### config.mk
export PLATFORM = sky130hd
export DESIGN_NAME = iwra_target
export DESIGN_NICKNAME = d
export VERILOG_FILES = /design/src/logic/iwra_pkg.sv /design/src/logic/iwra_fifo_if.sv /design/src/logic/iwra_fifo.sv /design/src/logic/iwra_target.sv
export SDC_FILE = /design/constraint.sdc
export NUM_CORES = 1
export LEC_CHECK = 0
export BUFFER_PORTS_ARGS = -buffer_cell sky130_fd_sc_hd__buf_2
export CAP_MARGIN = 20
export CELL_PAD_IN_SITES_DETAIL_PLACEMENT = 1
export CELL_PAD_IN_SITES_GLOBAL_PLACEMENT = 1
export CORE_MARGIN = 1.5
export CORE_UTILIZATION = 45
export CTS_BUF_LIST = sky130_fd_sc_hd__clkbuf_8
export CTS_CLUSTER_DIAMETER = 30
export DETAILED_ROUTE_END_ITERATION = 8
export GPL_TIMING_DRIVEN = 0
export HOLD_SLACK_MARGIN = 0.15
export PLACE_DENSITY_LB_ADDON = 0.1
export RECOVER_POWER = 25
export SLEW_MARGIN = 20
export SYNTH_ARGS = -nofsm -noshare
export SYNTH_HDL_FRONTEND = slang
export SYNTH_SLANG_ARGS = --single-unit
export TNS_END_PERCENT = 1
### constraint.sdc
create_clock -name mclk_i -period 2.75 [get_ports mclk_i]
set_input_delay 0.55 -clock mclk_i [delete_from_list [all_inputs] [get_ports mclk_i]]
set_output_delay 0.55 -clock mclk_i [all_outputs]
set_load 0.005 [all_outputs]
### src/logic/iwra_pkg.sv
// Package: constants shared by the wiper register I2C target
package iwra_pkg;
  localparam logic [7:0] IWRA_OFS_POSITION   = 8'h00;
  localparam logic [7:0] IWRA_OFS_ACCESS_SEL = 8'h02;
  localparam logic [7:0] IWRA_SEL_WIPER      = 8'h80;
  localparam logic [7:0] IWRA_SEL_STORED     = 8'h00;
  // Device type codes; the regular one is arbitrary, the step code is fixed
  localparam logic [4:0] IWRA_TYPE_ACCESS    = 5'h0C;
  localparam logic [4:0] IWRA_TYPE_STEP      = 5'h0B;
  localparam logic [6:0] IWRA_POS_MIN        = 7'h00;
  localparam logic [6:0] IWRA_POS_MAX        = 7'h7F;
  localparam logic [6:0] IWRA_STORED_RESET   = 7'h40;
  localparam int         IWRA_CLK_MHZ        = 125;
  localparam int         IWRA_STORE_TIME_US  = 5000;
  localparam int         IWRA_STORE_CYCLES   = IWRA_STORE_TIME_US * IWRA_CLK_MHZ;
  localparam int         IWRA_FIFO_DEPTH     = 8;
  localparam int         IWRA_FIFO_WIDTH     = 8;
endpackage : iwra_pkg

### src/logic/iwra_fifo_if.sv
// Interface: valid/ready byte stream between the target and its FIFO
`timescale 1ns/100ps
`default_nettype none
interface iwra_fifo_if #(parameter int WIDTH = 8);
  logic             valid;
  logic             ready;
  logic [WIDTH-1:0] data;
  modport src  (output valid, output data, input ready);
  modport sink (input valid, input data, output ready);
endinterface : iwra_fifo_if
`default_nettype wire

### src/logic/iwra_fifo.sv
// FIFO: flip-flop storage with valid/ready on both sides
`timescale 1ns/100ps
`default_nettype none
module iwra_fifo #(
  parameter int WIDTH = 8,
  parameter int DEPTH = 8
) (
  // Clock and reset
  input  wire logic  mclk_i,
  input  wire logic  rst_b_i,
  // Fill and drain sides
  iwra_fifo_if.sink  wr,
  iwra_fifo_if.src   rd
);
  localparam int AW = $clog2(DEPTH);
  logic [WIDTH-1:0] mem [DEPTH];
  logic [AW-1:0]    wptr, rptr, next_wptr, next_rptr;
  logic [AW:0]      count, next_count;
  logic             push, pop;

  // Handshakes; full and empty come straight from the count
  assign wr.ready = (count != (AW+1)'(DEPTH));
  assign rd.valid = (count != '0);
  assign rd.data  = mem[rptr];
  assign push     = wr.valid && wr.ready;
  assign pop      = rd.valid && rd.ready;

  // Pointer arithmetic
  always_comb
  begin
    next_wptr  = push ? ((wptr == AW'(DEPTH-1)) ? '0 : wptr + 1'b1) : wptr;
    next_rptr  = pop  ? ((rptr == AW'(DEPTH-1)) ? '0 : rptr + 1'b1) : rptr;
    next_count = count + (AW+1)'(push) - (AW+1)'(pop);
  end

  always_ff @(posedge mclk_i)
  begin
    if (!rst_b_i)
    begin
      wptr  <= '0;
      rptr  <= '0;
      count <= '0;
    end
    else
    begin
      wptr  <= next_wptr;
      rptr  <= next_rptr;
      count <= next_count;
    end
  end

  // Storage carries no reset
  always_ff @(posedge mclk_i)
  begin
    if (push)
      mem[wptr] <= wr.data;
  end
endmodule : iwra_fifo
`default_nettype wire

### src/logic/iwra_target.sv
// I2C target that reads, writes and steps the wiper position registers
`timescale 1ns/100ps
`default_nettype none
module iwra_target
  import iwra_pkg::*;
#(
  parameter int STORE_CYCLES = iwra_pkg::IWRA_STORE_CYCLES
) (
  // Clock and reset
  input  wire logic       mclk_i,
  input  wire logic       rst_b_i,
  // I2C pins
  input  wire logic       scl_i,
  input  wire logic       sda_i,
  output logic            sda_o,
  output logic            sda_oe_o,
  // Address select straps
  input  wire logic       addr_select_hi_i,
  input  wire logic       addr_select_lo_i,
  // Register state
  output logic [6:0]      wiper_position_o,
  output logic [6:0]      stored_position_o,
  output logic            store_busy_o
);
  import iwra_pkg::*;

  typedef enum {ST_IDLE, ST_ADDR, ST_ACK, ST_RX, ST_TX, ST_TXACK, ST_STEP, ST_WAIT} iwra_state_t;

  // Two-flop synchronisers, then one more stage for edge detection
  logic [1:0] scl_sync, sda_sync;
  logic       scl_d, sda_d, a_hi_s, a_lo_s, a_hi_q, a_lo_q;
  always_ff @(posedge mclk_i)
  begin
    if (!rst_b_i)
    begin
      scl_sync <= 2'b11;
      sda_sync <= 2'b11;
      scl_d    <= 1'b1;
      sda_d    <= 1'b1;
      a_hi_s   <= 1'b0;
      a_lo_s   <= 1'b0;
      a_hi_q   <= 1'b0;
      a_lo_q   <= 1'b0;
    end
    else
    begin
      scl_sync <= {scl_sync[0], scl_i};
      sda_sync <= {sda_sync[0], sda_i};
      scl_d    <= scl_sync[1];
      sda_d    <= sda_sync[1];
      a_hi_s   <= addr_select_hi_i;
      a_lo_s   <= addr_select_lo_i;
      a_hi_q   <= a_hi_s;
      a_lo_q   <= a_lo_s;
    end
  end

  logic scl, sda, scl_rise, scl_fall, start_c, stop_c;
  assign scl      = scl_sync[1];
  assign sda      = sda_sync[1];
  assign scl_rise = scl && !scl_d;
  assign scl_fall = !scl && scl_d;
  assign start_c  = scl && scl_d && sda_d && !sda;
  assign stop_c   = scl && scl_d && !sda_d && sda;

  // Saturating step, shared by both directions
  function automatic logic [6:0] step_pos(input logic [6:0] p, input logic up);
    if (up)
      return (p == IWRA_POS_MAX) ? p : p + 7'h01;
    else
      return (p == IWRA_POS_MIN) ? p : p - 7'h01;
  endfunction

  // Received bytes go through the FIFO to the register decoder
  iwra_fifo_if #(.WIDTH(IWRA_FIFO_WIDTH)) rx_if ();
  iwra_fifo_if #(.WIDTH(IWRA_FIFO_WIDTH)) dec_if ();
  iwra_fifo #(.WIDTH(IWRA_FIFO_WIDTH), .DEPTH(IWRA_FIFO_DEPTH)) u_fifo (
    .mclk_i  (mclk_i),
    .rst_b_i (rst_b_i),
    .wr      (rx_if.sink),
    .rd      (dec_if.src)
  );

  iwra_state_t state, next_state;
  logic [7:0]  shift, next_shift;
  logic [3:0]  bitn, next_bitn;
  logic [1:0]  byten, next_byten;
  logic        rw, next_rw, step_mode, next_step_mode;
  logic        sel_wiper, next_sel_wiper;
  logic [7:0]  offset, next_offset;
  logic [6:0]  wiper, next_wiper, stored, next_stored;
  logic [6:0]  pend, next_pend;
  logic        pend_v, next_pend_v;
  logic        so, next_so, soe, next_soe;
  logic [$clog2(STORE_CYCLES+1)-1:0] store_cnt, next_store_cnt;
  logic        init, next_init;
  logic        rx_valid, next_rx_valid;
  logic [7:0]  rx_data, next_rx_data;
  logic        addr_ok;
  logic        dec_first, next_dec_first;

  assign rx_if.valid  = rx_valid;
  assign rx_if.data   = rx_data;
  assign dec_if.ready = 1'b1;
  // First byte matches the access code or the step code plus the pins
  assign addr_ok = (shift[2:1] == {a_hi_q, a_lo_q}) &&
                   (shift[7:3] == IWRA_TYPE_ACCESS || shift[7:3] == IWRA_TYPE_STEP);

  // Next-state logic for the bus engine and registers
  always_comb
  begin
    next_state     = state;
    next_shift     = shift;
    next_bitn      = bitn;
    next_byten     = byten;
    next_rw        = rw;
    next_step_mode = step_mode;
    next_sel_wiper = sel_wiper;
    next_offset    = offset;
    next_wiper     = wiper;
    next_stored    = stored;
    next_pend      = pend;
    next_pend_v    = pend_v;
    next_so        = so;
    next_soe       = soe;
    next_store_cnt = store_cnt;
    next_init      = 1'b0;
    next_rx_valid  = 1'b0;
    next_rx_data   = rx_data;
    next_dec_first = dec_first;
    if (init)
      next_wiper = stored;
    // Decoder side: the bus byte count runs ahead of the FIFO, so a flag of
    // its own marks the first byte after a start as the offset
    if (dec_if.valid)
    begin
      if (dec_first)
      begin
        next_offset    = dec_if.data;
        next_dec_first = 1'b0;
      end
      else if (offset == IWRA_OFS_ACCESS_SEL)
        next_sel_wiper = (dec_if.data == IWRA_SEL_WIPER);
      else if (offset == IWRA_OFS_POSITION)
      begin
        next_pend   = dec_if.data[6:0];
        next_pend_v = 1'b1;
      end
    end
    unique case (state)
      ST_WAIT:
      begin
        // Bus ignored and line released while the store runs
        next_soe = 1'b0;
        if (store_cnt == '0)
          next_state = ST_IDLE;
        else
          next_store_cnt = store_cnt - 1'b1;
      end
      default:
      begin
        if (start_c)
        begin
          next_state  = ST_ADDR;
          next_bitn   = '0;
          next_byten  = '0;
          next_soe    = 1'b0;
          next_pend_v = 1'b0;
          next_dec_first = 1'b1;
        end
        else if (stop_c)
        begin
          next_state = ST_IDLE;
          next_soe   = 1'b0;
          if (pend_v && !rw && !step_mode)
          begin
            next_pend_v = 1'b0;
            next_wiper  = pend;
            if (!sel_wiper)
            begin
              next_stored    = pend;
              next_store_cnt = ($clog2(STORE_CYCLES+1))'(STORE_CYCLES - 1);
              next_state     = ST_WAIT;
            end
          end
        end
        else
        begin
          unique case (state)
            ST_IDLE:
              next_soe = 1'b0;
            ST_ADDR, ST_RX:
              if (scl_rise)
              begin
                next_shift = {shift[6:0], sda};
                next_bitn  = bitn + 4'd1;
              end
              else if (scl_fall && bitn == 4'd8)
              begin
                next_bitn = '0;
                if (state == ST_ADDR && !addr_ok)
                  next_state = ST_IDLE;
                else
                begin
                  // Acknowledge each byte addressed to us
                  next_so    = 1'b0;
                  next_soe   = 1'b1;
                  next_state = ST_ACK;
                  if (state == ST_ADDR)
                  begin
                    next_rw        = shift[0];
                    next_step_mode = (shift[7:3] == IWRA_TYPE_STEP);
                  end
                  else
                  begin
                    next_rx_valid = 1'b1;
                    next_rx_data  = shift;
                  end
                  next_byten = (byten == 2'd3) ? byten : byten + 2'd1;
                end
              end
            ST_ACK:
              if (scl_fall)
              begin
                if (rw && byten == 2'd1)
                begin
                  // Selected register, MSB forced to zero
                  next_shift = {1'b0, sel_wiper ? wiper : stored};
                  next_so    = 1'b0;
                  next_soe   = 1'b1;
                  next_state = ST_TX;
                end
                else
                begin
                  next_soe   = 1'b0;
                  next_state = (step_mode && byten == 2'd2) ? ST_STEP : ST_RX;
                end
              end
            ST_TX:
              if (scl_fall)
              begin
                next_shift = {shift[6:0], 1'b0};
                next_bitn  = bitn + 4'd1;
                next_so    = shift[6];
                if (bitn == 4'd7)
                begin
                  next_soe   = 1'b0;
                  next_state = ST_TXACK;
                  next_bitn  = '0;
                end
              end
            ST_TXACK:
              if (scl_rise)
                next_state = sda ? ST_IDLE : ST_TXACK;
              else if (scl_fall)
              begin
                next_shift = {1'b0, sel_wiper ? wiper : stored};
                next_so    = 1'b0;
                next_soe   = 1'b1;
                next_state = ST_TX;
              end
            ST_STEP:
              if (scl_rise)
                next_wiper = step_pos(wiper, sda);
            default:
              next_state = ST_IDLE;
          endcase
        end
      end
    endcase
  end

  always_ff @(posedge mclk_i)
  begin
    if (!rst_b_i)
    begin
      state     <= ST_IDLE;
      shift     <= 8'h00;
      bitn      <= 4'h0;
      byten     <= 2'd0;
      rw        <= 1'b0;
      step_mode <= 1'b0;
      sel_wiper <= 1'b1;
      offset    <= 8'h00;
      wiper     <= IWRA_STORED_RESET;
      stored    <= IWRA_STORED_RESET;
      pend      <= 7'h00;
      pend_v    <= 1'b0;
      so        <= 1'b1;
      soe       <= 1'b0;
      store_cnt <= '0;
      init      <= 1'b1;
      rx_valid  <= 1'b0;
      rx_data   <= 8'h00;
      dec_first <= 1'b1;
    end
    else
    begin
      state     <= next_state;
      shift     <= next_shift;
      bitn      <= next_bitn;
      byten     <= next_byten;
      rw        <= next_rw;
      step_mode <= next_step_mode;
      sel_wiper <= next_sel_wiper;
      offset    <= next_offset;
      wiper     <= next_wiper;
      stored    <= next_stored;
      pend      <= next_pend;
      pend_v    <= next_pend_v;
      so        <= next_so;
      soe       <= next_soe;
      store_cnt <= next_store_cnt;
      init      <= next_init;
      rx_valid  <= next_rx_valid;
      rx_data   <= next_rx_data;
      dec_first <= next_dec_first;
    end
  end

  // Outputs straight from flops; open drain drives low only
  always_ff @(posedge mclk_i)
  begin
    if (!rst_b_i)
    begin
      sda_o             <= 1'b0;
      sda_oe_o          <= 1'b0;
      wiper_position_o  <= IWRA_STORED_RESET;
      stored_position_o <= IWRA_STORED_RESET;
      store_busy_o      <= 1'b0;
    end
    else
    begin
      sda_o             <= 1'b0;
      sda_oe_o          <= next_soe && !next_so;
      wiper_position_o  <= next_wiper;
      stored_position_o <= next_stored;
      store_busy_o      <= (next_state == ST_WAIT);
    end
  end
endmodule : iwra_target
`default_nettype wire

# Yosys cells after proc, flatten, opt, wreduce, memory -nomap -nowiden
# Memory sizes are Yosys's and may differ from the RTL's. A register that Yosys moved wholly into a read port is not among the register bits.
# Index checks and enable logic that the tools add are counted.
[word_totals]
out_inout_bits = 17
word_cells = 244
register_bits = 134
mem_count = 1
rom_bits = 0
inputBits = 6
mem_bits_rw = 64
latchBits = 0
[mem_list]
columns = ["name", "words", "width", "read_ports", "rd_clocked_by_memory_dff", "wr", "line_no", "rtl"]
rows = [
  ["u_fifo.mem", 8, 8, 1, 1, 1, "iwra_fifo.sv:16", "logic [WIDTH-1:0] mem [DEPTH];"],
]
[classes]
addsub = 9
n_mul = 0
div_mod_pow = 0
n_eq_ne = 40
reduce_logical = 50
bitwise_logic = 12
muxes = 100
n_shift = 0
magnitude_cmp = 0
[op_table]
columns = ["operator", "n"]
rows = [
  ["32-bit 2-to-1 mux", 11],
  ["32-bit one-hot mux with 5 select lines", 1],
  ["32-bit by 3-bit == test with 1-bit output (second input constant)", 4],
  ["20-bit 2-to-1 mux", 6],
  ["32-bit by 2-bit == test with 1-bit output (second input constant)", 3],
  ["7-bit 2-to-1 mux", 11],
  ["8-bit 2-to-1 mux", 6],
  ["1-bit 2-to-1 mux", 38],
  ["32-bit by 1-bit == test with 1-bit output (second input constant)", 1],
  ["32-bit by 4-bit == test with 1-bit output (second input constant)", 1],
  ["32-bit zero test", 1],
  ["8-bit one-hot mux with 4 select lines", 1],
  ["3-bit 2-to-1 mux", 9],
  ["4-bit 2-to-1 mux", 6],
  ["20-bit zero test", 1],
  ["2-bit != test (second input constant)", 10],
  ["20-bit by 1-bit subtractor with 20-bit output (second input constant)", 1],
  ["1-bit logical AND", 16],
  ["2-bit 2-to-1 mux", 8],
  ["8-bit AND reduction", 2],
  ["5-bit AND reduction", 3],
  ["7-bit by 6-bit != test with 1-bit output (second input constant)", 2],
  ["1-bit NOT", 12],
  ["5-bit by 4-bit == test with 1-bit output (second input constant)", 2],
  ["other kinds (36)", 55],
]

# Depth between registers and ports, before layout
# Gate-level depths: netlist of the first run.
[logic_depth]
word_depth = 14
mapped_depth = 12
depth_no_buf = 11

# Cells and area by module
# Synthesis of the first run repeated with hierarchy kept, for this count alone.
[hier_totals]
cells_unflattened = 808
area_unflattened_um2 = 8827.2
[by_module_without_submodules]
columns = ["module", "area_per_inst_um2", "n_inst", "seq_area_each_um2", "cells_per_inst"]
rows = [
  ["iwra_target", 5656.7, 1, 2482.4, 638],
  ["iwra_fifo", 3170.5, 1, 2182.1, 170],
]

# Worst setup path after synthesis of the first run
# OpenSTA, ideal clock, no wires.
[synth_timing]
path_kind = "reg2reg"
from = "register store_cnt[12]"
to = "register store_cnt[0]"
slack_ps = 249
path_stages_with_launch = 10
path_buffers = 3
t_required_ps = 2634
arrival_time_ps = 2385
setup_time_ps = 116
synth_period_minus_slack_ps = 2501
path_cell_list = "dfxtp_1 -> or4_1 -> or4_1 -> or3_1 -> buf_6 -> a21boi_4 -> buf_6 -> buf_12 -> nand2_1 -> and3_1"
[synth_between]
elab_chain_len = 3
[synth_rtl]
columns = ["element", "line_no", "rtl"]
rows = [
  ["from (decl)", "iwra_target.sv:95", "logic [$clog2(STORE_CYCLES+1)-1:0] store_cnt, next_store_cnt;"],
  ["from (signal assigned)", "iwra_target.sv:313", "store_cnt <= next_store_cnt;"],
  ["20-bit zero test", "iwra_target.sv:155", "if (store_cnt == '0)"],
  ["2-bit != test (no line)", "n/a", ""],
  ["5-bit AND reduction (no line)", "n/a", ""],
]
# No other way between the ends.
# A chain may end at the register's enable or synchronous reset.

# Worst setup path after layout of the first run
[layout_timing]
from = "register state[12]"
to = "register store_cnt[19]"
[layout_between]
elab_chain_len = 3
word_cells_on_any_way = 8
cone_classes = "4 x eq/ne; 1 x mux; 3 x reduce/logical"
[layout_rtl]
columns = ["element", "line_no", "rtl"]
rows = [
  ["from (decl)", "iwra_target.sv:84", "iwra_state_t state, next_state;"],
  ["from (signal assigned)", "iwra_target.sv:299", "state <= next_state;"],
  ["32-bit by 3-bit == test with 1-bit output *", "iwra_target.sv:150", "unique case (state)"],
  ["2-bit != test (no line) (tied with other cells)", "n/a", ""],
  ["5-bit AND reduction (no line)", "n/a", ""],
]
# Mark *: on every way between the ends. The rest lies on a longest branch, timed or not.

==> results of run 1 <==
-- power groups by stage --
stage | logic [mW] | clock network, mW | registers [mW]
finish | 1.21 | 3.73 | 3.34
global route | 1.35 | 3.96 | 3.36
detailed placement | 1.21 | 0 | 3.40
global placement | 1.16 | 0 | 3.38
CTS | 1.23 | 3.80 | 3.34
floorplan | 0.892 | 0 | 3.36
-- stage by stage --
stage	utilization	power (mW)	TNS [ns]
floorplan	-	4.25	0
detailed placement	0.492	4.61	-6.29
global placement	0.490	4.54	-2.91
global route	0.553	8.67	-0.531
CTS	0.552	8.37	-0.0381
finish	0.553	8.28	0
-- area by class of cell --
| class | count | area [sq um] |
|---|---|---|
| clock buffer | 59 | 812 |
| clock inverter | 28 | 248 |
| fill | 2024 | 8410 |
| buffer | 45 | 228 |
| sequential | 201 | 4670 |
| inverter | 19 | 71.3 |
| multi-input combinational | 555 | 3950 |
| tap | 260 | 325 |
| timing repair buffer | 23 | 118 |
-- cell usage in the layout (no fill, tap or decap), drive strengths merged, types with 4 or more instances in the layout --
| master | instances |
|---|---|
| clkinvlp | 4 |
| a211o | 6 |
| or3 | 18 |
| nor2 | 58 |
| nor4 | 21 |
| nand3 | 22 |
| o31ai | 13 |
| o31a | 4 |
| ha | 21 |
| dfxtp | 137 |
| nor3b | 6 |
| mux2i | 32 |
| nand2b | 16 |
| bufinv | 4 |
| conb | 30 |
| nor2b | 8 |
| mux4 | 16 |
| or4 | 7 |
| edfxtp | 64 |
| buf | 37 |
| xor2 | 13 |
| o21ai | 19 |
| a211oi | 18 |
| o21a | 5 |
| and2 | 13 |
| nand4 | 10 |
| nand2 | 52 |
| clkinv | 13 |
| nor3 | 22 |
| a31oi | 5 |
| clkbuf | 90 |
| inv | 26 |
| and3 | 7 |
| nand4b | 5 |
| a21o | 5 |
| a21oi | 49 |
-- cells by family (layout without fill, tap and decap cells) --
group,count (synthesis),in the layout,share of synthesized area
AND/OR/NAND/NOR,277,277,0.171
flip-flops,201,201,0.536
AO/OA/AOI/OAI,159,159,0.127
buffers and inverters,65,174,0.0332
multiplexers,51,51,0.0821
adder cells (fa/ha/maj),23,23,0.0348
XOR/XNOR,15,15,0.0151
other,1,30,0.000431
-- per-layer routing --
metal / up-vias / routed length, um / global-route usage
met4: 0 / 367 / 0.0754
met1: 3418 / 11200 / 0.336
met3: 33 / 1060 / 0.0448
li1: 3137 / - / -
met5: - / 0 / 0
met2: 158 / 11000 / 0.388
-- timing repair --
| action | 4_1_cts | 5_1_grt |
|---|---|---|
| hold endpoints to repair | 0 | 0 |
| pin swaps | 2 | 4 |
| buffers inserted | 0 | 1 |
| endpoints found under the setup margin | 47 | 36 |
| resized for setup | 16 | 16 |
-- flip-flops by register name, indices dropped and copies added (netlist names), 2 cells and up, named ones only --
register and flops:
store_cnt 20, state 32, u_fifo.count 4, sda_sync 2, pend 7, u_fifo.rptr 3
u_fifo.wptr 3, u_fifo.mem 64, byten 2, shift 8, scl_sync 2, offset 8
stored_position_o 7, wiper_position_o 7, rx_data 8, bitn 4
-- critical path: cells and delay by family (launching register included) --
kind | cells | cell delay [ns]
DFF | 1 | 0.30
and+or+nand+nor | 5 | 1.63
AOI/OAI and AO/OA | 1 | 0.15
buffers and inverters | 2 | 0.55
-- how the worst min path moves through the flow --
stage | to | depth (start not counted) | slack, ns | from
floorplan | scl_sync[1] | 1 | 0.39 | scl_sync[0]
global placement | sda_sync[1] | 1 | 0.40 | sda_sync[0]
detailed placement | scl_sync[1] | 1 | 0.40 | scl_sync[0]
CTS | sda_sync[0] | 2 | 0.16 | sda_i
global route | sda_sync[0] | 2 | 0.17 | sda_i
finish | sda_sync[0] | 2 | 0.19 | sda_i
==> metrics.yaml, run 1 <==
status:
  outcome: "complete, no violations"
logic_synthesis:
  synth_commonest_cells: "dfxtp_1 (137), edfxtp_1 (64), nor2_1 (58)"
  syn_avg_cell_area_sq_um: 11.0
  yosysTopAreaCellShare: 0.315
  syn_inst: 792
  netlist_area_sq_um: 8700
  yosysTopAreaCell: "dfxtp_1"
  ys_ff_latch: 201
  ys.flop_type: "dfxtp_1"
  synth_warnings: 0
  yosysSeqAreaShare: 0.536
  synth_cell_types: 80
  synth_most_common_cell: "dfxtp_1"
  ys_top_cells_by_area: "dfxtp_1 (32%), edfxtp_1 (22%), mux4_2 (4.1%), mux2i_1 (3.7%), ha_1 (3.0%)"
  async_reset_ff_frac: 0
  synth_edf_count: 64
clock_network:
  cts_tree: "done"
  clkTransAtPathRegs_ns: 0.05
  cts_max_level: 2
  cts-root-buf: "clkbuf_8"
  clk_path_buf_depth: 3
  cts-hold-fix-buffers: 0
  cts_buffers: 47
  clock_latency_ns: 0.55
  clock_sinks: 201
worst_setup_path:
  crit_start: "state[12]"
  worstPathRequired_ns: 3.21
  reg2reg_depth: 8
  crit_path_end: "store_cnt[19]"
  crit_slowest_cell: "or3_2"
  rr_endpoint: "store_cnt[19]"
  crit_type: "flip-flop to flip-flop"
  path_max_fanout: 10
  crit_path_end_kind: "flip-flop"
  rrSetupSlack_ns: 0.03
  path_cells: "nor4_1, nand4_1, buf_4, nor3_2, buf_4, nand4b_1, or3_2, a31oi_1"
  start_kind: "flip-flop"
  rr_startpoint: "state[12]"
  max_stage_delay_ns: 0.48
  worstPathArrival_ns: 3.19
  path_common_cell: "buf_4"
die:
  dieArea_sq_um: 20200
  rows: 50
  die_h_um: 142
  ios: 23
  die_w_um: 142
  start_util: 0.462
  core_sq_um: 18800
routing:
  drtIter0Drc: 475
  routed_via_density: 5.67
  antenna_left: 0
  drc: 0
  wl_per_cell_um: 19.9
  dr.pass1.iters: 5
  route.vias.total: 6746
  wl_um: 23700
power_and_ir_drop:
  p_leak_nw: 4.03
  p_int_mw: 6.06
  swShare: 0.268
  peakVddDrop_mv: 0.479
  clkPwrFrac: 0.450
  switchingPower_mw: 2.22
  combinationalPowerShare: 0.146
  p_per_area_nw_per_um2: 795
  seqPwrFrac: 0.404
sta:
  finalHoldViolCount: 0
  setup_violations: 0
  fin_crit_ns: 2.72
  hold-worst-slack_ns: 0.187
  worst_slack_ns: 0.0255
  final_max_slew_viol_count: 0
  period_share: 0.991
  tightest_slew_ns: 1.12
  relSlewSlack: 0.255
  skew_ns: 0.0208
  rsz0062_at_grt: "true"
  fmax_ghz: 0.367
layout:
  areaGrowthSynthToFinish_pct: 19.8
  diodes: 0
  fin_nets: 921
  design_area_sq_um: 10400
  fin_cells: 1190
  drive_gt1_frac: 0.196
global_routing:
  first_global_vias: 7253
  grt-ovfl-total: 0
  grt_usage: 0.243
  grt_pass1_wl_um: 38200
  grt_max_degree: 13
  antenna_found_initial: 1
placed_design:
  dpl_cell_area_sq_um: 9270
  place_inst: 1103
  dpl_worst_slack_ns: -0.388
  dp_hpwl_um: 17000
  gp_congestion: 0.890
  numPortBuffers: 21
run:
  cap_violations: 0
min_path:
  hp-class: "input pin to flip-flop"
No activity file was read; power rests on OpenSTA's default activity.
==> run 2, diff against run 1 <==
- ABC_AREA: not set -> 1
- MAX_ROUTING_LAYER: not set -> met4
- PLACE_DENSITY_LB_ADDON: 0.1 -> 0.05
==> run 2 against run 1 <==
  * Clock power grew 8.8%
  * Core utilization shrank 1.3 points
  * Count of clock-buffer cells in the layout shrank 3
  * Power grew 8.7%
  * Routed wire length grew 8.3%
  * Fmax grew 9.3%
  * Critical path type unchanged
  * Largest cell class unchanged
  * Highest routed layer unchanged
==> metrics.yaml, run 2 <==
status:
  outcome: "complete, no violations"
worst_setup_path:
  max_stage_delay_ns: 0.61  # +0.13 ns
  crit_path_end_kind: "flip-flop"
  crit_type: "flip-flop to flip-flop"
  worstPathArrival_ns: 2.89  # -0.30 ns
  path_max_fanout: 10  # unchanged
  worstPathRequired_ns: 3.15  # -0.06 ns
  start_kind: "flip-flop"
  crit_buf_inv: 3  # +1
  crit_family: "compound AO/OA/AOI/OAI gates"
  crit_slowest_cell: "o21ai_0"
  path_cells: "clkbuf_1, inv_1, clkbuf_1, o21ai_0, o22ai_1, o21ai_0, nor3_1, nand4_1, nand3_1"
die:
  start_util: 0.456  # -0.00555
  die_h_um: 146  # +2.6%
  rows: 52  # +4.0%
  core_sq_um: 20100  # +6.8%
  dieArea_sq_um: 21300  # +5.4%
  ios: 23  # unchanged
  die_w_um: 146  # +2.6%
routing:
  drtIter0Drc: 358  # -25%
  route.vias.total: 7863  # +17%
  routed_via_density: 5.14  # -9.4%
  antenna_left: 0  # unchanged
  wl_per_cell_um: 16.8  # -16%
  wl_um: 25700  # +8.3%
  drc: 0  # unchanged
  dr.pass1.iters: 5  # unchanged
clock_network:
  cts-root-buf: "clkbuf_8"
  clock_latency_ns: 0.55  # about the same
  cts_buffers: 49  # +4.3%
  clk_path_buf_depth: 3  # unchanged
  clkTransAtPathRegs_ns: 0.06  # about the same
  cts_max_level: 2  # unchanged
  clock_sinks: 201  # unchanged
  cts_resized: 0  # -16
  cts_tree: "done"
  cts-hold-fix-buffers: 0  # unchanged
  postCtsSetupBuffers: 0  # unchanged
sta:
  period_share: 0.906  # -0.0847
  setup_tns_ns: 0  # unchanged
  tightest_slew_ns: 0.929  # -0.187 ns
  rsz0062_at_grt: "false"
  skew_ns: 0.0159  # -0.00485 ns
  setup_violations: 0  # unchanged
  hold-worst-slack_ns: 0.186  # -0.00103 ns
  fin_crit_ns: 2.49  # -0.233 ns
  fmax_ghz: 0.401  # +9.3%
  relSlewSlack: 0.378  # +0.124
  finalHoldViolCount: 0  # unchanged
  final_max_slew_viol_count: 0  # unchanged
power_and_ir_drop:
  switchingPower_mw: 2.73  # +23%
  clkPwrFrac: 0.451  # about the same
  swShare: 0.303  # +0.0346
  total_power_mw: 9.00  # +8.7%
  p_per_area_nw_per_um2: 829  # +4.3%
  combinationalPowerShare: 0.171  # +0.025
  p_leak_nw: 4.75  # +18%
  peakVddDrop_mv: 0.512  # +6.9%
  p_int_mw: 6.28  # +3.6%
  seqPwrFrac: 0.378  # -0.026
layout:
  largestRegisters: "u_fifo.mem (64), state (32), store_cnt (20)"
  largest_register: "u_fifo.mem"
  fin_cells: 1531  # +29%
  final_cell_mix: "nand2_1 (203), nor2_1 (183), dfxtp_1 (137), inv_1 (102), o21ai_0 (100)"
  drive_gt1_frac: 0.129  # -0.0664
  layout_commonest_cell: "nand2_1"
  diodes: 0  # unchanged
  fin_nets: 1250  # +36%
  largest_register_ffs: 64  # unchanged
  areaGrowthSynthToFinish_pct: 18.4
logic_synthesis:
  syn_inst: 1121  # +42%
  yosysSeqAreaShare: 0.508  # -0.0279
  async_reset_ff_frac: 0  # unchanged
  netlist_area_sq_um: 9170  # +5.5%
  synth_commonest_cells: "nand2_1 (203), nor2_1 (183), dfxtp_1 (137)"
  yosysTopAreaCellShare: 0.299  # -0.0164
  synth_warnings: 0  # unchanged
  synth_most_common_cell: "nand2_1"
  synth_edf_count: 64  # unchanged
  ys_ff_latch: 201  # unchanged
  ys_top_cells_by_area: "dfxtp_1 (30%), edfxtp_1 (21%), nand2_1 (8.3%), nor2_1 (7.5%), o21ai_0 (5.5%)"
  ys.flop_type: "dfxtp_1"
  yosysTopAreaCell: "dfxtp_1"
  synth_cell_types: 52  # -35%
  syn_avg_cell_area_sq_um: 8.18  # -25%
global_routing:
  grt_max_degree: 13  # unchanged
  grt_usage: 0.255  # +0.0119
  first_global_vias: 8204  # +13%
  antenna_found_initial: 0  # -1
  grt_pass1_wl_um: 42000  # +9.9%
  grt-ovfl-total: 0  # unchanged
placed_design:
  gp_congestion: 0.871  # -2.1%
  dp_hpwl_um: 18500  # +8.7%
  numPortBuffers: 20  # -4.8%
  place_inst: 1440  # +31%
run:
  cap_violations: 0  # unchanged
min_path:
  hp-class: "input pin to flip-flop"
-- run 2: cell count changes after synthesis, sizes merged, moves of 17 or more --
cell   previous run  this run
nand2            52       216
nor2             58       198
o21ai            19       116
inv              18       107
a21oi            49        82
mux2i            32         0
or3              18         0
nand3            22        39
-- run 2: kinds of logic after synthesis --
family	share of synthesized area
xor+xnor	0.0181
buf+inv	0.0601
fa+ha+maj	0.0330
simple gates	0.236
flops	0.508
other cells	0.000409
compound gates	0.144
-- run 2: per-stage QoR --
| stage | cell area, sq um | utilization | worst slack, ns |
|---|---|---|---|
| finish | 10900 | 0.540 | 0.258 |
| floorplan | 9280 | - | 0.919 |
| global placement | 9720 | 0.484 | 0.254 |
| global route | 10900 | 0.540 | 0.0773 |
| detailed placement | 9720 | 0.484 | 0.264 |
| CTS | 10900 | 0.540 | 0.226 |
-- run 2: power by group through the flow --
stage | logic [mW] | clock network (mW) | registers, mW
2_1_floorplan | 1.05 | 0 | 3.40
3_3_place_gp | 1.47 | 0 | 3.45
3_5_place_dp | 1.54 | 0 | 3.46
4_1_cts | 1.55 | 4.14 | 3.40
5_1_grt | 1.75 | 4.28 | 3.42
6_report | 1.54 | 4.06 | 3.40
-- run 2: path summary, 6_finish.rpt --
check | endpoint | depth (start not counted) | startpoint | slack [ns]
worst max-delay path | sel_wiper | 9 | flip-flop | 0.26
worst min-delay path | sda_sync[0] | 2 | sda_i | 0.19
worst max register to register | sel_wiper | 9 | flip-flop | 0.26
worst min register to register | sda_sync[1] | 1 | sda_sync[0] | 0.41
-- run 2: metal layers --
| layer | wire length (um) | vias to the layer above | GRT usage |
|---|---|---|---|
| met3 | 786 | 61 | 0.0373 |
| met1 | 11500 | 3749 | 0.309 |
| met5 | 0 | - | - |
| met2 | 12600 | 122 | 0.431 |
| li1 | - | 3931 | - |
| met4 | 707 | 0 | 0.0929 |
-- run 2: layout make-up --
cell class / instances / area, sq um
plain buffers: 33 / 150
inverters: 107 / 402
multi-input cells: 809 / 4070
well taps: 270 / 338
clock buffers: 56 / 771
repair buffers: 20 / 100
fillers: 2466 / 9240
flip-flops and latches: 201 / 4660
clock inverters: 35 / 374
